### config.mk
export PLATFORM = sky130hd
export DESIGN_NAME = dssf_top
export DESIGN_NICKNAME = d
export VERILOG_FILES = /design/src/dssf_pkg.sv /design/src/dssf_char_rx.sv /design/src/dssf_top.sv
export SDC_FILE = /design/constraint.sdc
export NUM_CORES = 2
export LEC_CHECK = 0
export ABC_AREA = 1
export BUFFER_PORTS_ARGS = -buffer_cell sky130_fd_sc_hd__buf_2
export CAP_MARGIN = 20
export CORE_MARGIN = 2
export CORE_UTILIZATION = 53
export DETAILED_ROUTE_END_ITERATION = 8
export PLACE_DENSITY = 0.68
export SLEW_MARGIN = 20
export SYNTH_ARGS = -nofsm -noshare
export SYNTH_HDL_FRONTEND = slang
export SYNTH_SLANG_ARGS = --single-unit
### constraint.sdc
create_clock -name clk -period 7.5 [get_ports clk]
set_clock_uncertainty 0.05 [all_clocks]
set_input_delay 0.375 -clock clk [delete_from_list [all_inputs] [get_ports clk]]
set_output_delay 0.375 -clock clk [all_outputs]
set_load 0.02 [all_outputs]
### src/dssf_pkg.sv
// Package with the constants, register map and types of the serial slave framing block.
package dssf_pkg;
   // ---------------------------------------------------------------
   // Clock and timing
   // ---------------------------------------------------------------
   localparam int unsigned CLK_HZ = 40_000_000;
   localparam int unsigned CYC_PER_MS = CLK_HZ / 1000;
   localparam int unsigned GAP_MIN_MS = 10;
   localparam int unsigned GAP_MAX_MS = 2000;
   localparam int unsigned GAP_DEF_MS = 100;
   localparam int unsigned LOSS_MIN_S = 1;
   localparam int unsigned LOSS_MAX_S = 99;
   localparam int unsigned LOSS_DEF_S = 1;
   localparam int unsigned MS_PER_S = 1000;
   localparam int unsigned BAUD_DIV_DEF = 347;
   // ---------------------------------------------------------------
   // Register map (word offsets on the plain register port)
   // ---------------------------------------------------------------
   localparam logic [3:0] REG_PROTO = 4'h0;
   localparam logic [3:0] REG_FRAMING = 4'h1;
   localparam logic [3:0] REG_GAP_MS = 4'h2;
   localparam logic [3:0] REG_LOSS_S = 4'h3;
   localparam logic [3:0] REG_BAUD_DIV = 4'h4;
   localparam logic [3:0] REG_STATUS = 4'h5;
   localparam logic [3:0] REG_GOOD_CNT = 4'h6;
   localparam logic [3:0] REG_BAD_CNT = 4'h7;
   localparam logic [3:0] REG_MSG_LEN = 4'h8;
   // Status bit positions.
   localparam int unsigned ST_LOST = 0;
   localparam int unsigned ST_ACTIVE = 1;
   localparam int unsigned ST_PAR_ERR = 2;
   localparam int unsigned ST_FRM_ERR = 3;
   // ---------------------------------------------------------------
   // Reset values and encodings
   // ---------------------------------------------------------------
   localparam logic [1:0] PROTO_NATIVE = 2'h0;
   localparam logic [1:0] PROTO_BLDG = 2'h1;
   localparam logic [1:0] PROTO_MODBUS = 2'h3;
   localparam logic [1:0] FRM_EVEN_1 = 2'h0;
   localparam logic [1:0] FRM_ODD_1 = 2'h1;
   localparam logic [1:0] FRM_NONE_1 = 2'h2;
   localparam logic [1:0] FRM_NONE_2 = 2'h3;
   localparam logic [15:0] CRC_INIT = 16'hffff;
   localparam logic [15:0] CRC_POLY = 16'ha001;
   typedef enum logic [2:0] {DSSF_IDLE, DSSF_START, DSSF_DATA, DSSF_PAR, DSSF_STOP} dssf_rx_t;
endpackage

### src/dssf_char_rx.sv
// Serial character receiver with selectable parity and stop bits.
module dssf_char_rx
   import dssf_pkg::*;
(
   input wire logic clk,
   input wire logic reset,
   input wire logic rxd,
   input wire logic [15:0] baud_div,
   input wire logic [1:0] framing,
   output logic [7:0] char_data,
   output logic char_valid,
   output logic par_err,
   output logic frm_err
);
   // ---------------------------------------------------------------
   // Bit timing and shift state
   // ---------------------------------------------------------------
   dssf_rx_t state_q;
   logic [15:0] tick_q;
   logic [2:0] bit_q;
   logic [7:0] shift_q;
   logic par_q;
   logic stop2_q;
   logic half_tick;
   logic full_tick;
   logic use_par;
   logic par_bad;

   assign half_tick = (tick_q == {1'b0, baud_div[15:1]});
   // One bit lasts exactly baud_div cycles, so the count ends one short of it.
   assign full_tick = (tick_q == baud_div - 16'h0001);
   assign use_par = (framing == FRM_EVEN_1) || (framing == FRM_ODD_1);
   // Odd framing wants an odd count of ones over data and parity bit.
   assign par_bad = (^shift_q ^ par_q) != (framing == FRM_ODD_1);

   // Character state machine; samples every bit in its middle.
   always_ff @(posedge clk) begin
      if (reset) begin
         state_q <= DSSF_IDLE;
         tick_q <= 16'h0000;
         bit_q <= 3'h0;
         shift_q <= 8'h00;
         par_q <= 1'b0;
         stop2_q <= 1'b0;
         char_data <= 8'h00;
         char_valid <= 1'b0;
         par_err <= 1'b0;
         frm_err <= 1'b0;
      end else begin
         char_valid <= 1'b0;
         par_err <= 1'b0;
         frm_err <= 1'b0;
         tick_q <= tick_q + 16'h0001;
         case (state_q)
            DSSF_IDLE: begin
               tick_q <= 16'h0000;
               if (!rxd) begin
                  state_q <= DSSF_START;
               end
            end
            DSSF_START: begin
               if (half_tick) begin
                  tick_q <= 16'h0000;
                  bit_q <= 3'h0;
                  // A start bit that is gone by mid-bit was a glitch.
                  state_q <= rxd ? DSSF_IDLE : DSSF_DATA;
               end
            end
            DSSF_DATA: begin
               if (full_tick) begin
                  tick_q <= 16'h0000;
                  shift_q <= {rxd, shift_q[7:1]};
                  bit_q <= bit_q + 3'h1;
                  if (bit_q == 3'h7) begin
                     stop2_q <= (framing == FRM_NONE_2);
                     state_q <= use_par ? DSSF_PAR : DSSF_STOP;
                  end
               end
            end
            DSSF_PAR: begin
               if (full_tick) begin
                  tick_q <= 16'h0000;
                  par_q <= rxd;
                  state_q <= DSSF_STOP;
               end
            end
            DSSF_STOP: begin
               if (full_tick) begin
                  tick_q <= 16'h0000;
                  if (!rxd) begin
                     frm_err <= 1'b1;
                     state_q <= DSSF_IDLE;
                  end else if (stop2_q) begin
                     stop2_q <= 1'b0;
                  end else begin
                     state_q <= DSSF_IDLE;
                     // Bad parity drops the character, which then fails the check.
                     if (use_par && par_bad) begin
                        par_err <= 1'b1;
                     end else begin
                        char_data <= shift_q;
                        char_valid <= 1'b1;
                     end
                  end
               end
            end
            default: state_q <= DSSF_IDLE;
         endcase
      end
   end
endmodule

### src/dssf_top.sv
// Modbus serial slave framing: char receive, gap timeout, CRC check, link loss supervision.
//
// Overview of operation
// - A two-bit framing code selects even/1, odd/1, none/1 (default) or none/2 stop bits.
// - The inter-character timeout is programmable from 10 to 2000 ms and defaults to 100 ms.
// - When the timeout expires with no new character, the bytes so far form one message.
// - Every message is CRC checked and a failing one is dropped silently, with no reply.
// - About 100 ms usually suffices, 35 ms works on some nets, and long values delay replies.
// - A gap between telegrams beyond 1 to 99 s (default 1 s) declares the link lost.
module dssf_top
   import dssf_pkg::*;
#(
   parameter int unsigned CYC_PER_MS_P = CYC_PER_MS,
   parameter int unsigned MAX_LEN = 256
)
(
   input wire logic clk,
   input wire logic reset,
   input wire logic rxd,
   input wire logic [3:0] reg_addr,
   input wire logic [15:0] reg_wdata,
   input wire logic reg_wr,
   input wire logic reg_rd,
   output logic [15:0] reg_rdata,
   output logic msg_valid,
   output logic [7:0] msg_rd_data,
   input wire logic [7:0] msg_rd_addr,
   output logic modbus_active,
   output logic link_lost
);
   // ---------------------------------------------------------------
   // Configuration registers
   // ---------------------------------------------------------------
   logic [1:0] proto_q;
   logic [1:0] framing_q;
   logic [10:0] gap_ms_q;
   logic [6:0] loss_s_q;
   logic [15:0] baud_div_q;

   // Software writes; out-of-range times are clamped to the legal span.
   always_ff @(posedge clk) begin
      if (reset) begin
         proto_q <= PROTO_NATIVE;
         framing_q <= FRM_NONE_1;
         gap_ms_q <= 11'(GAP_DEF_MS);
         loss_s_q <= 7'(LOSS_DEF_S);
         baud_div_q <= 16'(BAUD_DIV_DEF);
      end else if (reg_wr) begin
         case (reg_addr)
            REG_PROTO: begin
               // Code 2 is not a protocol; it is ignored.
               if (reg_wdata[1:0] != 2'h2) proto_q <= reg_wdata[1:0];
            end
            REG_FRAMING: framing_q <= reg_wdata[1:0];
            REG_GAP_MS: begin
               if (reg_wdata < 16'(GAP_MIN_MS)) gap_ms_q <= 11'(GAP_MIN_MS);
               else if (reg_wdata > 16'(GAP_MAX_MS)) gap_ms_q <= 11'(GAP_MAX_MS);
               else gap_ms_q <= reg_wdata[10:0];
            end
            REG_LOSS_S: begin
               if (reg_wdata < 16'(LOSS_MIN_S)) loss_s_q <= 7'(LOSS_MIN_S);
               else if (reg_wdata > 16'(LOSS_MAX_S)) loss_s_q <= 7'(LOSS_MAX_S);
               else loss_s_q <= reg_wdata[6:0];
            end
            REG_BAUD_DIV: baud_div_q <= reg_wdata;
            default: ;
         endcase
      end
   end

   assign modbus_active = (proto_q == PROTO_MODBUS);

   // ---------------------------------------------------------------
   // Character receiver
   // ---------------------------------------------------------------
   logic [7:0] ch_data;
   logic ch_valid;
   logic ch_par_err;
   logic ch_frm_err;

   dssf_char_rx u_rx (
      .clk(clk),
      .reset(reset),
      .rxd(rxd),
      .baud_div(baud_div_q),
      .framing(framing_q),
      .char_data(ch_data),
      .char_valid(ch_valid),
      .par_err(ch_par_err),
      .frm_err(ch_frm_err)
   );

   logic ch_take;
   logic ch_bad;
   assign ch_take = ch_valid && modbus_active;
   assign ch_bad = (ch_par_err || ch_frm_err) && modbus_active;

   // ---------------------------------------------------------------
   // Millisecond enable and gap timer
   // ---------------------------------------------------------------
   logic [31:0] ms_div_q;
   logic ms_tick;
   logic [10:0] gap_cnt_q;
   logic in_msg_q;
   logic gap_done;

   // One-cycle enable every millisecond drives the slow timers.
   always_ff @(posedge clk) begin
      if (reset || ms_tick) ms_div_q <= 32'h0000_0000;
      else ms_div_q <= ms_div_q + 32'h0000_0001;
   end
   assign ms_tick = (ms_div_q == 32'(CYC_PER_MS_P - 1));

   // Gap counter restarts on every character, good or bad.
   always_ff @(posedge clk) begin
      if (reset || ch_take || ch_bad) gap_cnt_q <= 11'h000;
      else if (in_msg_q && ms_tick) gap_cnt_q <= gap_cnt_q + 11'h001;
   end
   // The gap is measured in whole ms ticks, so it may be up to one ms short.
   assign gap_done = in_msg_q && ms_tick && (gap_cnt_q + 11'h001 >= gap_ms_q);

   // ---------------------------------------------------------------
   // Message buffer and CRC
   // ---------------------------------------------------------------
   logic [7:0] buf_mem [MAX_LEN];
   logic [8:0] len_q;
   logic [15:0] crc_q;
   logic [15:0] crc_d;
   logic bad_q;

   // Bytewise reflected CRC-16; the check field itself folds in to zero.
   always_comb begin
      crc_d = crc_q ^ {8'h00, ch_data};
      for (int i = 0; i < 8; i++) begin
         crc_d = crc_d[0] ? ((crc_d >> 1) ^ CRC_POLY) : (crc_d >> 1);
      end
   end

   always_ff @(posedge clk) begin
      if (ch_take && (len_q < 9'(MAX_LEN))) buf_mem[len_q[7:0]] <= ch_data;
   end

   // Collects one message; the gap timeout closes it.
   always_ff @(posedge clk) begin
      if (reset || gap_done) begin
         in_msg_q <= 1'b0;
         len_q <= 9'h000;
         crc_q <= CRC_INIT;
         bad_q <= 1'b0;
      end else begin
         if (ch_take || ch_bad) in_msg_q <= 1'b1;
         if (ch_take) begin
            crc_q <= crc_d;
            if (len_q < 9'(MAX_LEN)) len_q <= len_q + 9'h001;
            else bad_q <= 1'b1;
         end
         if (ch_bad) bad_q <= 1'b1;
      end
   end

   // ---------------------------------------------------------------
   // Message verdict, counters and link supervision
   // ---------------------------------------------------------------
   logic good_msg;
   logic [15:0] good_cnt_q;
   logic [15:0] bad_cnt_q;
   logic [8:0] msg_len_q;
   logic [16:0] loss_cnt_q;
   logic par_seen_q;
   logic frm_seen_q;

   // A valid frame holds an address, a function and two check bytes at least.
   assign good_msg = gap_done && !bad_q && (crc_q == 16'h0000) && (len_q >= 9'h004);

   always_ff @(posedge clk) begin
      if (reset) begin
         msg_valid <= 1'b0;
         msg_len_q <= 9'h000;
         good_cnt_q <= 16'h0000;
         bad_cnt_q <= 16'h0000;
      end else begin
         // Failing frames raise no pulse; the bad counter counts each of them.
         msg_valid <= good_msg;
         if (good_msg) begin
            msg_len_q <= len_q - 9'h002;
            good_cnt_q <= good_cnt_q + 16'h0001;
         end else if (gap_done) begin
            bad_cnt_q <= bad_cnt_q + 16'h0001;
         end
      end
   end

   always_ff @(posedge clk) begin
      if (reset) msg_rd_data <= 8'h00;
      else msg_rd_data <= buf_mem[msg_rd_addr];
   end

   // Telegram supervision counts ms since the last good message.
   always_ff @(posedge clk) begin
      if (reset || good_msg || !modbus_active) begin
         loss_cnt_q <= 17'h00000;
         link_lost <= 1'b0;
      end else if (ms_tick && !link_lost) begin
         loss_cnt_q <= loss_cnt_q + 17'h00001;
         if (loss_cnt_q + 17'h00001 >= 17'(loss_s_q * MS_PER_S)) link_lost <= 1'b1;
      end
   end

   // Sticky error flags, cleared by a status read; a new error wins.
   always_ff @(posedge clk) begin
      if (reset) begin
         par_seen_q <= 1'b0;
         frm_seen_q <= 1'b0;
      end else begin
         if (ch_par_err) par_seen_q <= 1'b1;
         else if (reg_rd && reg_addr == REG_STATUS) par_seen_q <= 1'b0;
         if (ch_frm_err) frm_seen_q <= 1'b1;
         else if (reg_rd && reg_addr == REG_STATUS) frm_seen_q <= 1'b0;
      end
   end

   // ---------------------------------------------------------------
   // Register read port, data one cycle after the strobe
   // ---------------------------------------------------------------
   always_ff @(posedge clk) begin
      if (reset) begin
         reg_rdata <= 16'h0000;
      end else if (reg_rd) begin
         case (reg_addr)
            REG_PROTO: reg_rdata <= {14'h0000, proto_q};
            REG_FRAMING: reg_rdata <= {14'h0000, framing_q};
            REG_GAP_MS: reg_rdata <= {5'h00, gap_ms_q};
            REG_LOSS_S: reg_rdata <= {9'h000, loss_s_q};
            REG_BAUD_DIV: reg_rdata <= baud_div_q;
            REG_STATUS: reg_rdata <= {12'h000, frm_seen_q, par_seen_q, in_msg_q, link_lost};
            REG_GOOD_CNT: reg_rdata <= good_cnt_q;
            REG_BAD_CNT: reg_rdata <= bad_cnt_q;
            REG_MSG_LEN: reg_rdata <= {7'h00, msg_len_q};
            default: reg_rdata <= 16'h0000;
         endcase
      end else begin
         reg_rdata <= 16'h0000;
      end
   end
endmodule

; Word-level counts from Yosys, hierarchy flattened
; Memory sizes are Yosys's and may differ from the RTL's. A register that Yosys moved wholly into a read port is not among the register bits.
; Cells that the tools add are included.
[totals]
register_bits = 229
ramBits = 2048
input_bits = 33
memories = 1
[mem_list]
columns = memory, depth, width, rd, rd_ports_with_merged_regs, write_ports, line
row1 = buf_mem, 256, 8, 1, 1, 1, dssf_top.sv:125  ; logic [7:0] buf_mem [MAX_LEN];
[op_classes]
n_addsub = 10
n_mul = 1
order_cmp = 8
eq_ne = 30
n_mux = 46
bitwise = 17
reduce_logical = 52
[op_table]
columns = operator, n
row1 = 2-to-1 mux 16 bit, 10
row2 = one-hot mux 16 bit (9 select lines), 1
row3 = adder 16 x 1 -> 16 bit (second input constant), 3
row4 = one-hot mux 16 bit (3 select lines), 1
row5 = 2-to-1 mux 3 bit, 11
row6 = adder 32 x 1 -> 32 bit (second input constant), 1
row7 = equality test 32 x 16 -> 1 bit (second input constant), 1
row8 = inverter 2 -> 3 bit, 8
row9 = 2-to-1 mux 11 bit, 2
row10 = AND reduction 2 bit, 10
row11 = adder 17 x 1 -> 17 bit (second input constant), 1
row12 = greater-or-equal comparator 17 bit, 1
row13 = equality test 16 x 15 -> 1 bit, 1
row14 = equality test 16 bit, 1
row15 = equality test 4 x 3 -> 1 bit (second input constant), 4
row16 = greater-than comparator 16 x 11 -> 1 bit (second input constant), 1
row17 = greater-than comparator 16 x 7 -> 1 bit (second input constant), 1
row18 = zero test 16 bit, 1
row19 = less-than comparator 16 x 1 -> 1 bit (second input constant), 1
row20 = less-than comparator 16 x 4 -> 1 bit (second input constant), 1
row21 = subtractor 16 x 1 -> 16 bit (second input constant), 1
row22 = XOR 16 x 8 -> 16 bit, 1
row23 = 2-to-1 mux 1 bit, 15
row24 = one-hot mux 3 bit (5 select lines), 1
row25 = other kinds (40), 85

; Depth between registers and ports, before layout
[depth]
ltp_word = 17
depth_mapped = 22

; Hierarchy
; Synthesis repeated with hierarchy kept, for this count alone.
[unflattened]
hier_cells = 9028
area_unflattened_um2 = 97441.0
[by_module_without_submodules]
columns = module, instances, cells_each, area_per_inst_um2, seq_area_each_um2
row1 = dssf_top, 1, 8536, 94320.5, 65382.7
row2 = dssf_char_rx, 1, 492, 3120.5, 860.8

; Worst setup path after synthesis
; No wires, ideal clock.
[synth_path]
kind = register to register
from = register u_rx.char_data[4]
to = register crc_q[0]
setup_ps = 115
t_arrival_ps = 4984
required_time_ps = 7335
setup_slack_ps = 2352
path_stages_with_launch = 13
n_path_buf = 0
synth_period_minus_slack_ps = 5148
path_cell_list = dfxtp_1 -> xnor2_1 -> or2_2 -> nand2_1 -> nand2_1 -> nand2_1 -> nand2_1 -> nand2_1 -> nand2_1 -> nand2_1 -> nand2_1 -> nand3_1 -> nand2_1
[synth_between]
elab_chain_len = 10
[synth_rtl]
columns = item, line
row1 = start: declaration, dssf_char_rx.sv:10  ; output logic [7:0] char_data,
row2 = start signal: assignment, dssf_char_rx.sv:101  ; char_data <= shift_q;
row3 = XOR 16 x 8 -> 16 bit *, dssf_top.sv:133  ; crc_d = crc_q ^ {8'h00, ch_data};
row4 = 2-to-1 mux 16 bit * (3 in a row), dssf_top.sv:135  ; crc_d = crc_d[0] ? ((crc_d >> 1) ^ CRC_POLY) : (crc_d >> 1);
row5 = inverter 2 -> 3 bit (no line), --
row6 = 2-to-1 mux 16 bit * (5 in a row), dssf_top.sv:135
row7 = end signal: assignment, dssf_top.sv:153  ; crc_q <= crc_d;
row8 = end: declaration, dssf_top.sv:127  ; logic [15:0] crc_q;
; Every way passes the cells marked *; elsewhere a longest branch is shown, timed or not.
; A chain may end at the register's enable or synchronous reset.

; Worst setup path in the final report
[layout_path]
from = register loss_s_q[0]
to = register link_lost
[layout_between]
elab_chain_len = 3
[layout_rtl]
columns = item, line
row1 = start: declaration, dssf_top.sv:37  ; logic [6:0] loss_s_q;
row2 = start signal: assignment, dssf_top.sv:46  ; loss_s_q <= 7'(LOSS_DEF_S);
row3 = start signal: assignment, dssf_top.sv:61  ; if (reg_wdata < 16'(LOSS_MIN_S)) loss_s_q <= 7'(LOSS_MIN_S);
row4 = start signal: assignment, dssf_top.sv:62  ; else if (reg_wdata > 16'(LOSS_MAX_S)) loss_s_q <= 7'(LOSS_MAX_S);
row5 = multiplier 7 x 7 -> 14 bit, dssf_top.sv:205  ; if (loss_cnt_q + 17'h00001 >= 17'(loss_s_q * MS_PER_S)) link_lost <= 1'b1;
row6 = greater-or-equal comparator 17 bit, dssf_top.sv:205
row7 = AND reduction 2 bit (no line), --
row8 = end signal: assignment, dssf_top.sv:202  ; link_lost <= 1'b0;
row9 = end signal: assignment, dssf_top.sv:205
row10 = end: declaration, dssf_top.sv:29  ; output logic link_lost
; No other way between the ends.

==> flow_summary.toml <==
[outcome]
outcome = "completed"

[cts]
numCtsBuffers = 220
cts_resized = 0
cts_tree = "done"
cts_max_path_buffers = 3
cts.clk_slew.worst_paths_ps = 70
clock_latency_ps = 860
postCtsSetupBuffers = 0
htree_levels = 4
cts_hold_buf = 28
cts.sinks = 2285
root_buffer = "clkbuf_16"

[synthesis]
ys_seq_area_share_pct = 68.3
synth-edff-count = 2048
synthArstFlopShare_pct = 0
synth_seq_cells = 2285
yosysWarnings = 0
synthesis.nets = 9056
ys.flop_type = "edfxtp_1"
syn_avg_cell_area_sq_um = 10.9
synthCells = 8930
synth_area_sq_um = 96900
ys_types = 54

[route]
drtIter0Drc = 7972
post_drt_wl_per_cell_microns = 22.6
antenna_left = 0
drc = 0
first_pass_iters = 7
vias_per_cell = 5.92
routed_wl_mm = 256
vias = 67100

[final_layout]
ff_latch_area_sq_um = 66300
largest_reg_flops = 2048
final_common_cell = "nand2_1"
multi_input_area_sq_um = 27200
post-route-util_pct = 58.4
final_cell_mix = "nand2_1 (2303), edfxtp_1 (2048), nand3_1 (1909), nor2_1 (621), inv_1 (311)"
nets = 8905
area_growth_pct = 9.32
post_layout_nonfiller_instances = 11300
fillers = 14600
final_layout_size_suffix_gt1_share_pct = 5.63

[timing]
max_freq_ghz = 0.188
rsz0062_at_grt = "no"
hold_viol_final = 0
fin_crit_sh_pct = 70.8
maxSlewHeadroom_pct = 18.2
fin_crit_ps = 5310
finalSetupViolCount = 0
setup_tns_ps = 0
tightestPinTransition_ps = 1220
drv_slew = 0

[critical_path]
start_kind = "register"
crit_required_ps = 8210
crit_type = "reg2reg"
arrival_ps = 6030
end_kind = "register"
reg2reg_depth = 22
worstPathMaxFanout = 7

[placed_design]
port_buffers = 59
dp.cells = 10900
dp_hpwl_mm = 145
gp_congestion = 0.897

[floorplanning]
io_pins = 60
core-area_sq_um = 181000
fp.dieArea_sq_um = 186000
die_y_microns = 432
die_w_microns = 432
initial_core_util_pct = 53.5
num_rows = 156

[power_and_ir_drop]
power_density_nw_per_um2 = 242
max-vdd-ir-drop_v = 0.000223
p_total_uw = 25600
leakagePower_uw = 0.0403

[grt]
grt_pass1_vias = 63900
grt-ovfl-total = 0
grt_usage_pct = 27.2
grt_pass1_wl_mm = 388
antenna_found_initial = 7
grt_max_degree = 224

[hold_path]
hold_depth = 3
min_path_type = "in2reg"

[run]
drv_cap = 0
worst paths after layout:
kind          startpoint     endpoint  slack [ps]
min                reset  loss_s_q[6]         100
max          loss_s_q[0]    link_lost        2190
min reg2reg  ms_div_q[0]  ms_div_q[0]         400
max reg2reg  loss_s_q[0]    link_lost        2190
power by group:
part / total [uW] / internal, uW / switching (uW)
Clock: 10700 / 5880 / 4790
Sequential: 13700 / 13700 / 32.4
Combinational: 1240 / 331 / 904
logic make-up (layout without fill, tap and decap cells):
kind of cell    Yosys count  in the layout  synth area share [%]
xor+xnor                141            141                  1.27
other cells               0              4                     0
flops                  2285           2285                  68.3
buf+inv                 866            894                  3.68
simple gates           5025           5025                  22.4
fa+ha+maj                93             93                  1.34
compound gates          520            520                  2.95
metal layers:
metal	global-route usage (%)	vias up	share of wire, %	wire length (microns)
li1	-	30900	-	-
met1	37.7	32400	40	103000
met2	43.1	3198	47	120000
met3	4.36	506	8.9	22800
met4	11.0	2	4.0	10300
met5	0	-	0.0047	12
Yosys cell counts (all sizes together), types with 53 or more instances:
library cell	count	area, sq um
dfxtp	237	4740
inv	330	1240
nand2	2315	8720
xnor2	56	490
o21ai	211	1060
ha	75	938
nor2	648	2520
buf	259	1280
o22ai	91	569
nor3	53	275
clkbuf	274	1030
xor2	85	744
edfxtp	2048	61500
a21oi	166	831
nand3	1920	9640
layout make-up:
class,count,area share (%)
antenna,4,0.00945
clock buffer,292,5.54
clock inverter,109,0.955
inverter,333,1.20
multi-input combinational,5779,25.7
sequential,2285,62.5
tap,2370,2.80
timing repair buffer,160,1.29
metrics by stage:
stage          worst slack (ps)  hold WS (ps)  cell area, sq um
2_1_floorplan              2350           368             96900
3_5_place_dp               2210           389             98800
5_1_grt                    1760          98.5            106000
3_3_place_gp               2090           382             98800
6_report                   2190           105            106000
4_1_cts                    2190          36.6            106000
worst max-delay path, stage by stage, from the launching register on:
cell and delay (ps):
dfxtp_1 560, fa_1 500, fa_1 520, inv_1 50, fa_1 470, fa_1 510, inv_1 40, ha_1 310
inv_1 70, o31ai_1 420, nand4_1 200, nand2_1 110, nand2_1 70, nand2_1 60, a21oi_1 60, xnor2_1 130
ha_1 320, nand4_1 100, nor4_1 290, nand2_1 100, nand3_1 110, a21oi_1 70, nor2_1 110
Note: power is estimated with default switching activity, not from simulation.
